==> src/fses_pkg.sv <==
// Package of constants for the flash sector erase and program sequencer
package fses_pkg;
	localparam int unsigned SECTOR_COUNT = 384;
	localparam int unsigned SECTOR_BYTES = 128;
	localparam logic [7:0] UNLOCK_KEY = 8'h00_A5;
	localparam logic [7:0] CMD_ERASE = 8'h00_A1;
	localparam logic [7:0] CMD_PROGRAM = 8'h00_51;
	localparam int unsigned FAIL_BIT_POS = 3;
	localparam logic [7:0] FAIL_MASK = 8'h00_08;
	localparam logic [7:0] REG_RESET = 8'h00_00;
	localparam logic [15:0] BOOT_BASE = 16'h0100;
	localparam int unsigned CLK_HZ = 20_000_000;
	// Erase pulse length on the array side, in microseconds
	localparam int unsigned ERASE_US = 10_000;
	localparam int unsigned ERASE_CYCLES = ERASE_US * (CLK_HZ / 1_000_000);
	localparam int unsigned PROG_CYCLES = 4;
	localparam int unsigned ADDR_W = 16;
	localparam logic [ADDR_W-1:0] FLASH_TOP = 16'hBFFF;
endpackage

==> src/fses_flash_seq.sv <==
// Flash sector erase and byte program sequencer
// Operation
// - Flash is 384 sectors of 128 bytes, sector n at byte n*128.
// - User mode erases whole sectors only.
// - No sector erase while in tool program mode.
// - Commands accepted only while unlock register holds 10100101b.
// - Command 10100001b while unlocked erases the selected sector.
// - Command 01010001b arms programming; next store writes one byte.
// - Programming writes exactly one byte per operation.
// - Erase failure sets control bit 3; software retries.
// - Enabled unmasked interrupt may stop an erase in progress.
// - High register gives address 15..8, low bit 7 gives bit 7.
// - Enabled boot area refuses user erase and program.
`timescale 1ns/1ps
`default_nettype none
module fses_flash_seq
	import fses_pkg::*;
#(
	parameter int unsigned ERASE_CNT = ERASE_CYCLES,
	parameter int unsigned ADDR_BITS = ADDR_W
) (
	input wire logic clk_sys,
	input wire logic resetn,
	input wire logic unlock_wr,
	input wire logic [7:0] unlock_wdata,
	input wire logic ctrl_wr,
	input wire logic [7:0] ctrl_wdata,
	input wire logic sech_wr,
	input wire logic secl_wr,
	input wire logic [7:0] sec_wdata,
	input wire logic store_req,
	input wire logic load_req,
	input wire logic [ADDR_BITS-1:0] mem_addr,
	input wire logic [7:0] store_data,
	input wire logic irq_pending,
	input wire logic tool_mode,
	input wire logic boot_area_en,
	input wire logic [ADDR_BITS-1:0] boot_area_size,
	input wire logic array_fail,
	output logic [7:0] unlock_rdata,
	output logic [7:0] ctrl_rdata,
	output logic [7:0] sech_rdata,
	output logic [7:0] secl_rdata,
	output logic load_stall,
	output logic busy,
	output logic arr_erase,
	output logic arr_prog,
	output logic [ADDR_BITS-1:0] arr_addr,
	output logic [7:0] arr_wdata
);
	typedef enum logic [2:0] {
		ST_IDLE = 3'b001,
		ST_ERASE = 3'b010,
		ST_PROG = 3'b100
	} fses_state_t;

	typedef struct packed {
		fses_state_t st;
		logic [7:0] unlock;
		logic [7:0] sech;
		logic sec7;
		logic armed;
		logic fail;
		logic [31:0] cnt;
		logic [ADDR_BITS-1:0] addr;
		logic [7:0] wdata;
	} fses_regs_t;

	fses_regs_t regs_ff;
	fses_regs_t nxt_regs;

	logic key_ok;
	logic [ADDR_BITS-1:0] sec_base;
	logic [ADDR_BITS:0] boot_end;
	logic sec_in_boot;
	logic mem_in_boot;
	logic sec_in_range;
	logic mem_in_range;
	logic mem_same_sec;
	logic erase_ok;
	logic prog_arm_ok;
	logic store_take;
	logic store_ok;
	logic erase_abort;
	logic erase_last;
	logic prog_last;

	// All registers but the state clear to zero; the state loads ST_IDLE
	localparam fses_regs_t REGS_RESET = '{
		st: ST_IDLE,
		unlock: REG_RESET,
		sech: REG_RESET,
		sec7: 1'b0,
		armed: 1'b0,
		fail: 1'b0,
		cnt: 32'd0,
		addr: '0,
		wdata: REG_RESET
	};

	assign key_ok = (regs_ff.unlock == UNLOCK_KEY);
	// Low register bits 6..0 are never stored
	assign sec_base = {regs_ff.sech, regs_ff.sec7, 7'd0};

	// Window end one bit wider so a window at the top cannot wrap
	assign boot_end = {1'b0, ADDR_BITS'(BOOT_BASE)} + {1'b0, boot_area_size};
	assign sec_in_boot = boot_area_en && (sec_base >= ADDR_BITS'(BOOT_BASE))
		&& ({1'b0, sec_base} < boot_end);
	assign mem_in_boot = boot_area_en && (mem_addr >= ADDR_BITS'(BOOT_BASE))
		&& ({1'b0, mem_addr} < boot_end);

	assign sec_in_range = (sec_base <= FLASH_TOP);
	assign mem_in_range = (mem_addr <= FLASH_TOP);
	// Store must fall inside the sector the registers name
	assign mem_same_sec = (mem_addr[ADDR_BITS-1:7] == sec_base[ADDR_BITS-1:7]);

	// Erase only a whole, reachable, unprotected sector
	assign erase_ok = key_ok && (ctrl_wdata == CMD_ERASE) && !tool_mode
		&& !sec_in_boot && sec_in_range;
	assign prog_arm_ok = key_ok && (ctrl_wdata == CMD_PROGRAM);
	// Key re-checked at the store in case it was cleared early
	assign store_take = store_req && regs_ff.armed;
	assign store_ok = key_ok && !mem_in_boot && mem_in_range && mem_same_sec;
	// Any pending enabled interrupt ends the erase at once
	assign erase_abort = irq_pending;

	// Counters compare at full width; parameters cast once here
	assign erase_last = (regs_ff.cnt == 32'(ERASE_CNT - 1));
	assign prog_last = (regs_ff.cnt == 32'(PROG_CYCLES - 1));

	// Next state: register writes first, then the sequencer step
	always_comb begin
		// Hold everything unless a write or the sequencer moves it
		nxt_regs = regs_ff;
		// Unlock and sector register writes land in any state, even mid-erase
		if (unlock_wr) begin
			nxt_regs.unlock = unlock_wdata;
		end
		if (sech_wr) begin
			nxt_regs.sech = sec_wdata;
		end
		if (secl_wr) begin
			nxt_regs.sec7 = sec_wdata[7];
		end
		unique case (regs_ff.st)
			// Commands and stores only act while idle
			ST_IDLE: begin
				if (ctrl_wr) begin
					nxt_regs.armed = 1'b0;
					// Bad key or unknown code drops the write but still clears armed
					if (erase_ok) begin
						nxt_regs.st = ST_ERASE;
						nxt_regs.addr = sec_base;
						nxt_regs.cnt = 32'd0;
						nxt_regs.fail = 1'b0;
					end else if (prog_arm_ok) begin
						nxt_regs.armed = 1'b1;
					end
				end else if (store_take) begin
					nxt_regs.armed = 1'b0;
					if (store_ok) begin
						nxt_regs.st = ST_PROG;
						nxt_regs.addr = mem_addr;
						nxt_regs.wdata = store_data;
						nxt_regs.cnt = 32'd0;
					end
				end
			end
			ST_ERASE: begin
				nxt_regs.cnt = regs_ff.cnt + 32'd1;
				// Failure is sticky until the next accepted erase
				if (array_fail) begin
					nxt_regs.fail = 1'b1;
				end
				if (erase_abort) begin
					// Aborted erase leaves the sector unknown, so flag failure
					nxt_regs.st = ST_IDLE;
					nxt_regs.fail = 1'b1;
				end else if (erase_last) begin
					nxt_regs.st = ST_IDLE;
				end
			end
			// Byte program runs a fixed count with no abort path
			ST_PROG: begin
				nxt_regs.cnt = regs_ff.cnt + 32'd1;
				if (prog_last) begin
					nxt_regs.st = ST_IDLE;
				end
			end
		endcase
	end

	// Reset branch loads constants only
	always_ff @(posedge clk_sys or negedge resetn) begin
		if (!resetn) begin
			regs_ff <= REGS_RESET;
		end else begin
			regs_ff <= nxt_regs;
		end
	end

	// Outputs other than load_stall straight from the state flops, so the array sees clean levels
	assign unlock_rdata = regs_ff.unlock;
	assign ctrl_rdata = (regs_ff.fail ? FAIL_MASK : 8'h00) | {7'h00, regs_ff.st == ST_ERASE};
	assign sech_rdata = regs_ff.sech;
	assign secl_rdata = {regs_ff.sec7, 7'd0};

	assign busy = (regs_ff.st != ST_IDLE);
	assign load_stall = load_req && (regs_ff.st == ST_ERASE);

	assign arr_erase = (regs_ff.st == ST_ERASE);
	assign arr_prog = (regs_ff.st == ST_PROG);
	assign arr_addr = regs_ff.addr;
	assign arr_wdata = regs_ff.wdata;
endmodule // fses_flash_seq
`default_nettype wire

==> config.mk <==
export PLATFORM = sky130hd
export DESIGN_NAME = fses_flash_seq
export DESIGN_NICKNAME = d
export VERILOG_FILES = /design/src/fses_pkg.sv /design/src/fses_flash_seq.sv
export SDC_FILE = /design/constraint.sdc
export NUM_CORES = 1
export LEC_CHECK = 0
export BUFFER_PORTS_ARGS = -buffer_cell sky130_fd_sc_hd__buf_2
export CORE_MARGIN = 2
export CORE_UTILIZATION = 35
export CTS_BUF_LIST = sky130_fd_sc_hd__clkbuf_4
export DETAILED_ROUTE_END_ITERATION = 7
export PLACE_DENSITY = 0.55
export SYNTH_ARGS = -nofsm -noshare
export SYNTH_HDL_FRONTEND = slang
export SYNTH_SLANG_ARGS = --single-unit
export TNS_END_PERCENT = 1
==> constraint.sdc <==
create_clock -name clk_sys -period 6 [get_ports clk_sys]
set_clock_uncertainty 0.1 [all_clocks]
set_input_delay 1.2 -clock clk_sys [delete_from_list [all_inputs] [get_ports clk_sys]]
set_output_delay 1.2 -clock clk_sys [all_outputs]
set_load 0.02 [all_outputs]
==> impl_metrics.env, run 1 <==
export IMPL_maxCapViolCount=0
export IMPL_htreeDepth=3
export IMPL_grt_usage_pct=18.39
export IMPL_drive_gt1_share_pct=26.19
export IMPL_io_pin_count=136
export IMPL_initial_core_util_pct=35.30
export IMPL_postRouteAntennaNets=0
export IMPL_cts_tree="yes"
export IMPL_antenna_found_initial=0
export IMPL_grt_start_max_net_pins=79
export IMPL_ctsResizeCount=0
export IMPL_cp_start_kind="primary input"
export IMPL_clk_pin_slew_ns=0.13
export IMPL_required_ns=6.29
export IMPL_syn_area_sq_um=5547
export IMPL_timing_final_crit_period_ns=4.099
export IMPL_synth_seq_cells=78
export IMPL_synthArstFlopShare_pct=100.0
export IMPL_tns_ns=0
export IMPL_drc_errors=0
export IMPL_fill_cells=1628
export IMPL_synthXorXnorAreaFrac_pct=2.211
export IMPL_final_nets=784
export IMPL_slew_viol_final=0
export IMPL_worst_pin_slew_ns=1.073
export IMPL_holdBufCountCts=0
export IMPL_core_sq_um=15710
export IMPL_status="finished, final reports clean"
export IMPL_dieArea_sq_um=16870
export IMPL_cellLeakagePower_nw=2.746
export IMPL_cts_setup_buffers=0
export IMPL_final_cells=907
export IMPL_setup_viol=0
export IMPL_dpl_hpwl_um=11160
export IMPL_dr_pass1_iters=5
export IMPL_cp_num_buf_inv=1
export IMPL_n_antenna_cell=0
export IMPL_synth_top_family_by_area="simple AND/OR/NAND/NOR gates"
export IMPL_portBuffers=122
export IMPL_gp_congestion=0.9054
export IMPL_crit_type="in -> reg"
export IMPL_power_density_nw_per_um2=243.1
export IMPL_final_hold_viol_count=0
export IMPL_area_growth_pct=9.429
export IMPL_crit_family="compound AO/OA/AOI/OAI gates"
export IMPL_insertion_delay_ns=0.48
export IMPL_routed_wl_um=15380
export IMPL_arrival_ns=4.39
export IMPL_synth_adder_area_share_pct=4.963
export IMPL_cpMostUsedCell="and3_1"
export IMPL_synth_cell_types=69
export IMPL_syn_inst=627
export IMPL_synth_area_mux_share_pct=5.256
export IMPL_place_inst=891
export IMPL_end_kind="flop"
export IMPL_routedWlPerCell_um=16.95
export IMPL_drt_iter0_drc=277
export IMPL_slew_headroom_pct=28.38
export IMPL_holdCritPathClass="reg -> reg"
export IMPL_row_count=46
export IMPL_crit_path_cell_trace="buf_2 -> nand3_2 -> nor2_1 -> and3_1 -> xnor2_1 -> ha_1 -> a21boi_0 -> and3_1 -> nor2b_1 -> a311oi_4 -> o21ai_2 -> o21ai_0"
export IMPL_slowest_stage="a311oi_4"
export IMPL_vias=4932
export IMPL_viasPerCell=5.438
export IMPL_cts_made_buffers=9
export IMPL_yosys_area_share_simple_pct=20.80
export IMPL_grt_pass1_wl_um=24400
export IMPL_peakVddDrop_uv=166.9
export IMPL_slowest_delay_ns=0.82
export IMPL_clk_path_buf_depth=2
export IMPL_synth_ff_type="dfrtp_1"
export IMPL_synth_compound_area_share_pct=20.21
export IMPL_die_w_um=129.9
export IMPL_synth_edf_count=0
export IMPL_grt_pass1_vias=4709
export IMPL_rsz0062_at_grt="no"
export IMPL_max_freq_ghz=0.2440
export IMPL_grt_overflow_total=0
export IMPL_crit_fanout=18
export IMPL_post_route_period_util_pct=68.32
export IMPL_die_h_um=129.9
export IMPL_yosysSeqAreaShare_pct=35.21
export IMPL_ys_warnings_count=0
export IMPL_clkSinkCount=78
export IMPL_root_buffer="clkbuf_4"
export IMPL_syn_avg_cell_area_sq_um=8.846
placed cells by master (no fill, tap or decap), types with 5 or more instances in the layout:
cell,n
buf_2,121
dfrtp_1,77
nand2_1,72
a21oi_1,41
nor2_1,25
mux2_2,24
ha_1,22
nand3_1,20
o21ai_0,20
nor3_1,18
nor4_1,16
and3_1,14
inv_1,13
a211oi_1,13
conb_1,13
a31oi_1,12
o21ai_1,11
clkbuf_4,11
xnor2_1,9
o32ai_1,9
nand4_1,8
nor2b_1,7
a21o_1,7
a311o_1,6
xor2_1,5
and2_1,5
o2111ai_1,5
o21a_1,5
and4_1,5
o211a_1,5
per-stage QoR:
stage	hold slack (ns)	power [W]	util (%)	setup WS (ns)	cell area [sq um]
floorplan	0.3594	0.0009929	-	2.351	5592
global placement	0.3688	0.001136	37.72	1.583	5927
detailed placement	0.3721	0.001149	37.72	1.458	5927
CTS	0.4027	0.001490	38.63	1.983	6070
global route	0.4416	0.001569	38.63	1.635	6070
finish	0.3996	0.001476	38.63	1.901	6070
worst reg2reg max path, delay by kind of cell (launching register included):
family | cells | cell delay [ns]
AOI/OAI and AO/OA | 5 | 1.98
DFF | 1 | 0.56
and+or+nand+nor | 2 | 0.31
adders and majority gates | 1 | 0.31
synth_stat cells, types with 5 or more instances:
| master | instances | area [sq um] |
|---|---|---|
| o21ai_1 | 11 | 55.05 |
| ha_1 | 22 | 275.3 |
| nand2_1 | 72 | 270.3 |
| a21o_1 | 7 | 52.55 |
| a311o_1 | 6 | 60.06 |
| o21a_1 | 5 | 37.54 |
| xor2_1 | 5 | 43.79 |
| and4_1 | 5 | 43.79 |
| and2_1 | 5 | 31.28 |
| nor3_1 | 18 | 90.09 |
| nand3_1 | 20 | 100.1 |
| xnor2_1 | 9 | 78.83 |
| a211oi_1 | 13 | 97.59 |
| a31oi_1 | 12 | 75.07 |
| clkbuf_1 | 26 | 97.59 |
| and3_1 | 14 | 87.58 |
| nor2b_1 | 7 | 43.79 |
| inv_1 | 13 | 48.80 |
| o21ai_0 | 20 | 100.1 |
| buf_4 | 57 | 427.9 |
| nor4_1 | 16 | 100.1 |
| a21oi_1 | 41 | 205.2 |
| o2111ai_1 | 5 | 43.79 |
| nor2_1 | 26 | 97.59 |
| dfrtp_1 | 77 | 1927 |
| mux2_2 | 24 | 270.3 |
| o211a_1 | 5 | 50.05 |
| nand4_1 | 8 | 50.05 |
| o32ai_1 | 9 | 78.83 |
power by group:
group          leakage, nW  total (W)  internal (W)  switching, W
sequential           0.998   0.000618      0.000564     0.0000534
clock               0.0653   0.000340      0.000136      0.000204
combinational         1.68   0.000518      0.000171      0.000347
total                 2.75    0.00148      0.000871      0.000605
state kept, by name (all words and copies together), names as in the netlist:
register and cells:
sech_rdata 8, arr_wdata 8, unlock_rdata 8, arr_addr 16, regs_ff 37, secl_rdata 1
layout make-up:
class	count	area, sq um	share of cell area, %
clock buffers	11	82.58	1.361
clock inverters	5	60.06	0.9895
inverters	14	52.55	0.8658
multi-input cells	458	3015	49.68
flip-flops and latches	78	1953	32.18
well taps	216	270.3	4.453
repair buffers	125	635.6	10.47
layer usage:
metal | part of all wire (%) | track usage, % | vias up
li1 | - | - | 2374
met1 | 44 | 24.20 | 2397
met2 | 50 | 30.77 | 146
met3 | 5.1 | 2.829 | 15
met4 | 1.4 | 6.705 | 0
met5 | 0 | 0 | -
logic make-up after synthesis:
| group | count (synthesis) |
|---|---|
| AND/OR/NAND/NOR | 221 |
| AO/OA/AOI/OAI | 162 |
| buffers and inverters | 103 |
| flip-flops | 78 |
| multiplexers | 26 |
| adder cells (fa/ha/maj) | 22 |
| XOR/XNOR | 14 |
| other | 1 |
path summary, 6_finish.rpt:
kind                                            from  cells after the start                        to  slack, ns
setup / recovery                  boot_area_size[10]                     12   regs_ff[29]$_DFFE_PN0P_       1.90
hold / removal              arr_wdata[7]$_DFFE_PN0P_                      1  arr_wdata[7]$_DFFE_PN0P_       0.40
setup reg to reg           secl_rdata[7]$_DFFE_PN0P_                      8   regs_ff[29]$_DFFE_PN0P_       2.64
hold reg to reg             arr_wdata[7]$_DFFE_PN0P_                      1  arr_wdata[7]$_DFFE_PN0P_       0.40
max in group asynchronous                     resetn                      1   regs_ff[57]$_DFFE_PN0P_       4.37
min in group asynchronous                     resetn                      1   regs_ff[29]$_DFFE_PN0P_       0.79
No activity file was read; power rests on OpenSTA's default activity.
==> run 2, diff against run 1 <==
ABC_AREA = 1   (was not set)
clock period = 4.2 ns   (was 6 ns; I/O delays follow)
==> run 2 against run 1 <==
Effect of this change:
- final cell count is 19% higher
- highest routed layer unchanged
- utilization up 0.61 points
- die area rose by 0.29%
==> impl_metrics.env, run 2 <==
export IMPL_status="finished, final reports clean"
export IMPL_holdBufCountCts=0
export IMPL_dpl_instance_area_sq_um=6031
export IMPL_mostFrequentLayoutCell="nand2_1"
export IMPL_slowest_delay_ns=0.36
export IMPL_synth_seq_cells=78
export IMPL_clkSinkCount=78
export IMPL_grt_usage_pct=17.70
export IMPL_drc_errors=0
export IMPL_final_util_pct=39.23
export IMPL_cts_made_buffers=9
export IMPL_drt_iter0_drc=294
export IMPL_ys_top_cells_by_area="dfrtp_1, nand2_1, buf_4"
export IMPL_peakVddDrop_uv=309.2
export IMPL_final_nets=953
export IMPL_die_w_um=130.1
export IMPL_io_pin_count=136
export IMPL_slew_headroom_pct=44.08
export IMPL_synth_ff_type="dfrtp_1"
export IMPL_synthTopCellsByCount="nand2_1, inv_1, dfrtp_1, nand3_1"
export IMPL_yosysTopAreaCellShare_pct=34.64
export IMPL_arrival_ns=3.21
export IMPL_setup_viol=0
export IMPL_cellLeakagePower_nw=3.318
export IMPL_gp_congestion=0.8742
export IMPL_syn_inst=776
export IMPL_cts_setup_buffers=0
export IMPL_required_ns=4.50
export IMPL_r2r_start="regs_ff[24]$_DFFE_PN0P_"
export IMPL_synth_cell_types=42
export IMPL_viasPerCell=4.620
export IMPL_stdcell_area_sq_um=6165
export IMPL_portBuffers=122
export IMPL_final_cell_mix="nand2_1, buf_2, inv_1, dfrtp_1, nand3_1"
export IMPL_yosysSeqAreaShare_pct=35.11
export IMPL_synth_edf_count=0
export IMPL_htreeDepth=3
export IMPL_slew_viol_final=0
export IMPL_largest_reg_flops=37
export IMPL_r2r_slack_ns=1.67
export IMPL_dr_pass1_iters=4
export IMPL_dieArea_sq_um=16920
export IMPL_grt_start_max_net_pins=66
export IMPL_drive_gt1_share_pct=21.28
export IMPL_holdCritPathClass="in -> async"
export IMPL_syn_avg_cell_area_sq_um=7.169
export IMPL_insertion_delay_ns=0.45
export IMPL_routedWlPerCell_um=13.49
export IMPL_row_count=46
export IMPL_top_register="regs_ff"
export IMPL_post_route_period_util_pct=69.34
export IMPL_fill_cells=1724
export IMPL_postRouteAntennaNets=0
export IMPL_rsz0062_at_grt="no"
export IMPL_grt_pass1_wl_um=23400
export IMPL_slowest_stage="inv_2"
export IMPL_tns_ns=0
export IMPL_power_density_nw_per_um2=301.5
export IMPL_grt_pass1_vias=4713
export IMPL_critical_path_startpoint="boot_area_size[8]"
export IMPL_final_hold_viol_count=0
export IMPL_cp_start_kind="primary input"
export IMPL_vias=4976
export IMPL_ctsResizeCount=0
export IMPL_initial_core_util_pct=35.40
export IMPL_crit_path_cell_trace="buf_2 -> ha_1 -> nand3_1 -> xor2_1 -> ha_1 -> inv_1 -> o21bai_1 -> inv_1 -> nand2_1 -> nand2_1 -> nand2_1 -> nor2_1 -> nand3_2 -> nand2_2 -> nand3_2 -> inv_2 -> nand2_1 -> nand2_1"
export IMPL_die_h_um=130.1
export IMPL_routed_wl_um=14530
export IMPL_antenna_found_initial=1
export IMPL_r2r_cells=11
export IMPL_yosysMostFrequentCell="nand2_1"
export IMPL_cts_tree="yes"
export IMPL_dpl_hpwl_um=11130
export IMPL_synthArstFlopShare_pct=100.0
export IMPL_syn_area_sq_um=5563
export IMPL_maxCapViolCount=0
export IMPL_clk_path_buf_depth=2
export IMPL_crit_fanout=23
export IMPL_clk_pin_slew_ns=0.13
export IMPL_crit_type="in -> reg"
export IMPL_worst_pin_slew_ns=0.8387
export IMPL_synth_top_area_cell="dfrtp_1"
export IMPL_timing_rr_end="regs_ff[52]$_DFFE_PN0P_"
export IMPL_grt_overflow_total=0
export IMPL_max_freq_ghz=0.3434
export IMPL_end_kind="flop"
export IMPL_ys_warnings_count=0
export IMPL_core_sq_um=15710
export IMPL_final_cells=1077
export IMPL_place_inst=1060
export IMPL_area_growth_pct=10.82
export IMPL_timing_final_crit_period_ns=2.912
export IMPL_cpMostUsedCell="nand2_1"
export IMPL_root_buffer="clkbuf_4"
-- run 2: cell count changes after synthesis, moves of 14 or more --
cell | previous run | this run
clkbuf_1 | 26 | 8
nand3_1 | 20 | 62
and3_1 | 14 | 0
o21ai_0 | 20 | 42
inv_1 | 13 | 109
mux2_2 | 24 | 5
nand2_1 | 72 | 188
a21oi_1 | 41 | 20
nor2_1 | 26 | 57
-- run 2: metrics by stage --
stage | hold WS (ns) | setup slack, ns | total power, W
4_1_cts | 0.3698 | 1.319 | 0.001893
5_1_grt | 0.4071 | 0.9705 | 0.001994
6_report | 0.3779 | 1.288 | 0.001859
3_5_place_dp | 0.3692 | 0.8251 | 0.001422
3_3_place_gp | 0.3637 | 0.8450 | 0.001426
2_1_floorplan | 0.3515 | 1.350 | 0.001249
-- run 2: kinds of logic (layout without fill, tap and decap cells) --
kind of cell,Yosys count,after routing,synth area share [%]
other cells,1,14,0.06741
buf+inv,185,257,16.82
fa+ha+maj,22,22,4.948
simple gates,388,388,31.74
flops,78,78,35.11
xor+xnor,10,10,1.575
compound gates,87,87,8.727
mux,5,5,1.012
-- run 2: how the worst max path moves through the flow --
stage | endpoint
detailed placement | regs_ff[32]$_DFFE_PN0P_
finish | regs_ff[48]$_DFFE_PN0P_
floorplan | arr_addr[1]$_DFFE_PN0P_
global placement | regs_ff[52]$_DFFE_PN0P_
global route | regs_ff[32]$_DFFE_PN0P_
CTS | regs_ff[48]$_DFFE_PN0P_
-- run 2: final cells by class --
type	count	area [sq um]	area share, %
inverter	113	424.2	6.880
multi-input combinational	525	2725	44.21
clock inverter	7	63.81	1.035
timing repair buffer	128	658.1	10.68
tap	216	270.3	4.384
clock buffer	9	67.56	1.096
antenna	1	2.502	0.04059
sequential	78	1953	31.68
-- run 2: critical path: cells and delay by family --
kind	cells	cell delay (ns)
AO/OA/AOI/OAI	1	0.07
XOR/XNOR	1	0.22
adder cells (fa/ha/maj)	2	0.53
buffers and inverters	4	0.61
AND/OR/NAND/NOR	10	0.92
-- run 2: routing by layer --
layer / up-vias / GRT usage, % / wire length, um
li1: 2599 / - / -
met4: 0 / 5.566 / 201
met5: - / 0 / 0
met3: 13 / 3.034 / 572
met1: 2258 / 23.69 / 6982
met2: 106 / 29.29 / 6770
-- run 2: where the power goes --
part           switching [W]  internal (W)  leakage, nW
sequential         0.0000339      0.000795         1.04
combinational       0.000406      0.000166         2.20
clock               0.000280      0.000178       0.0712
total               0.000720       0.00114         3.32
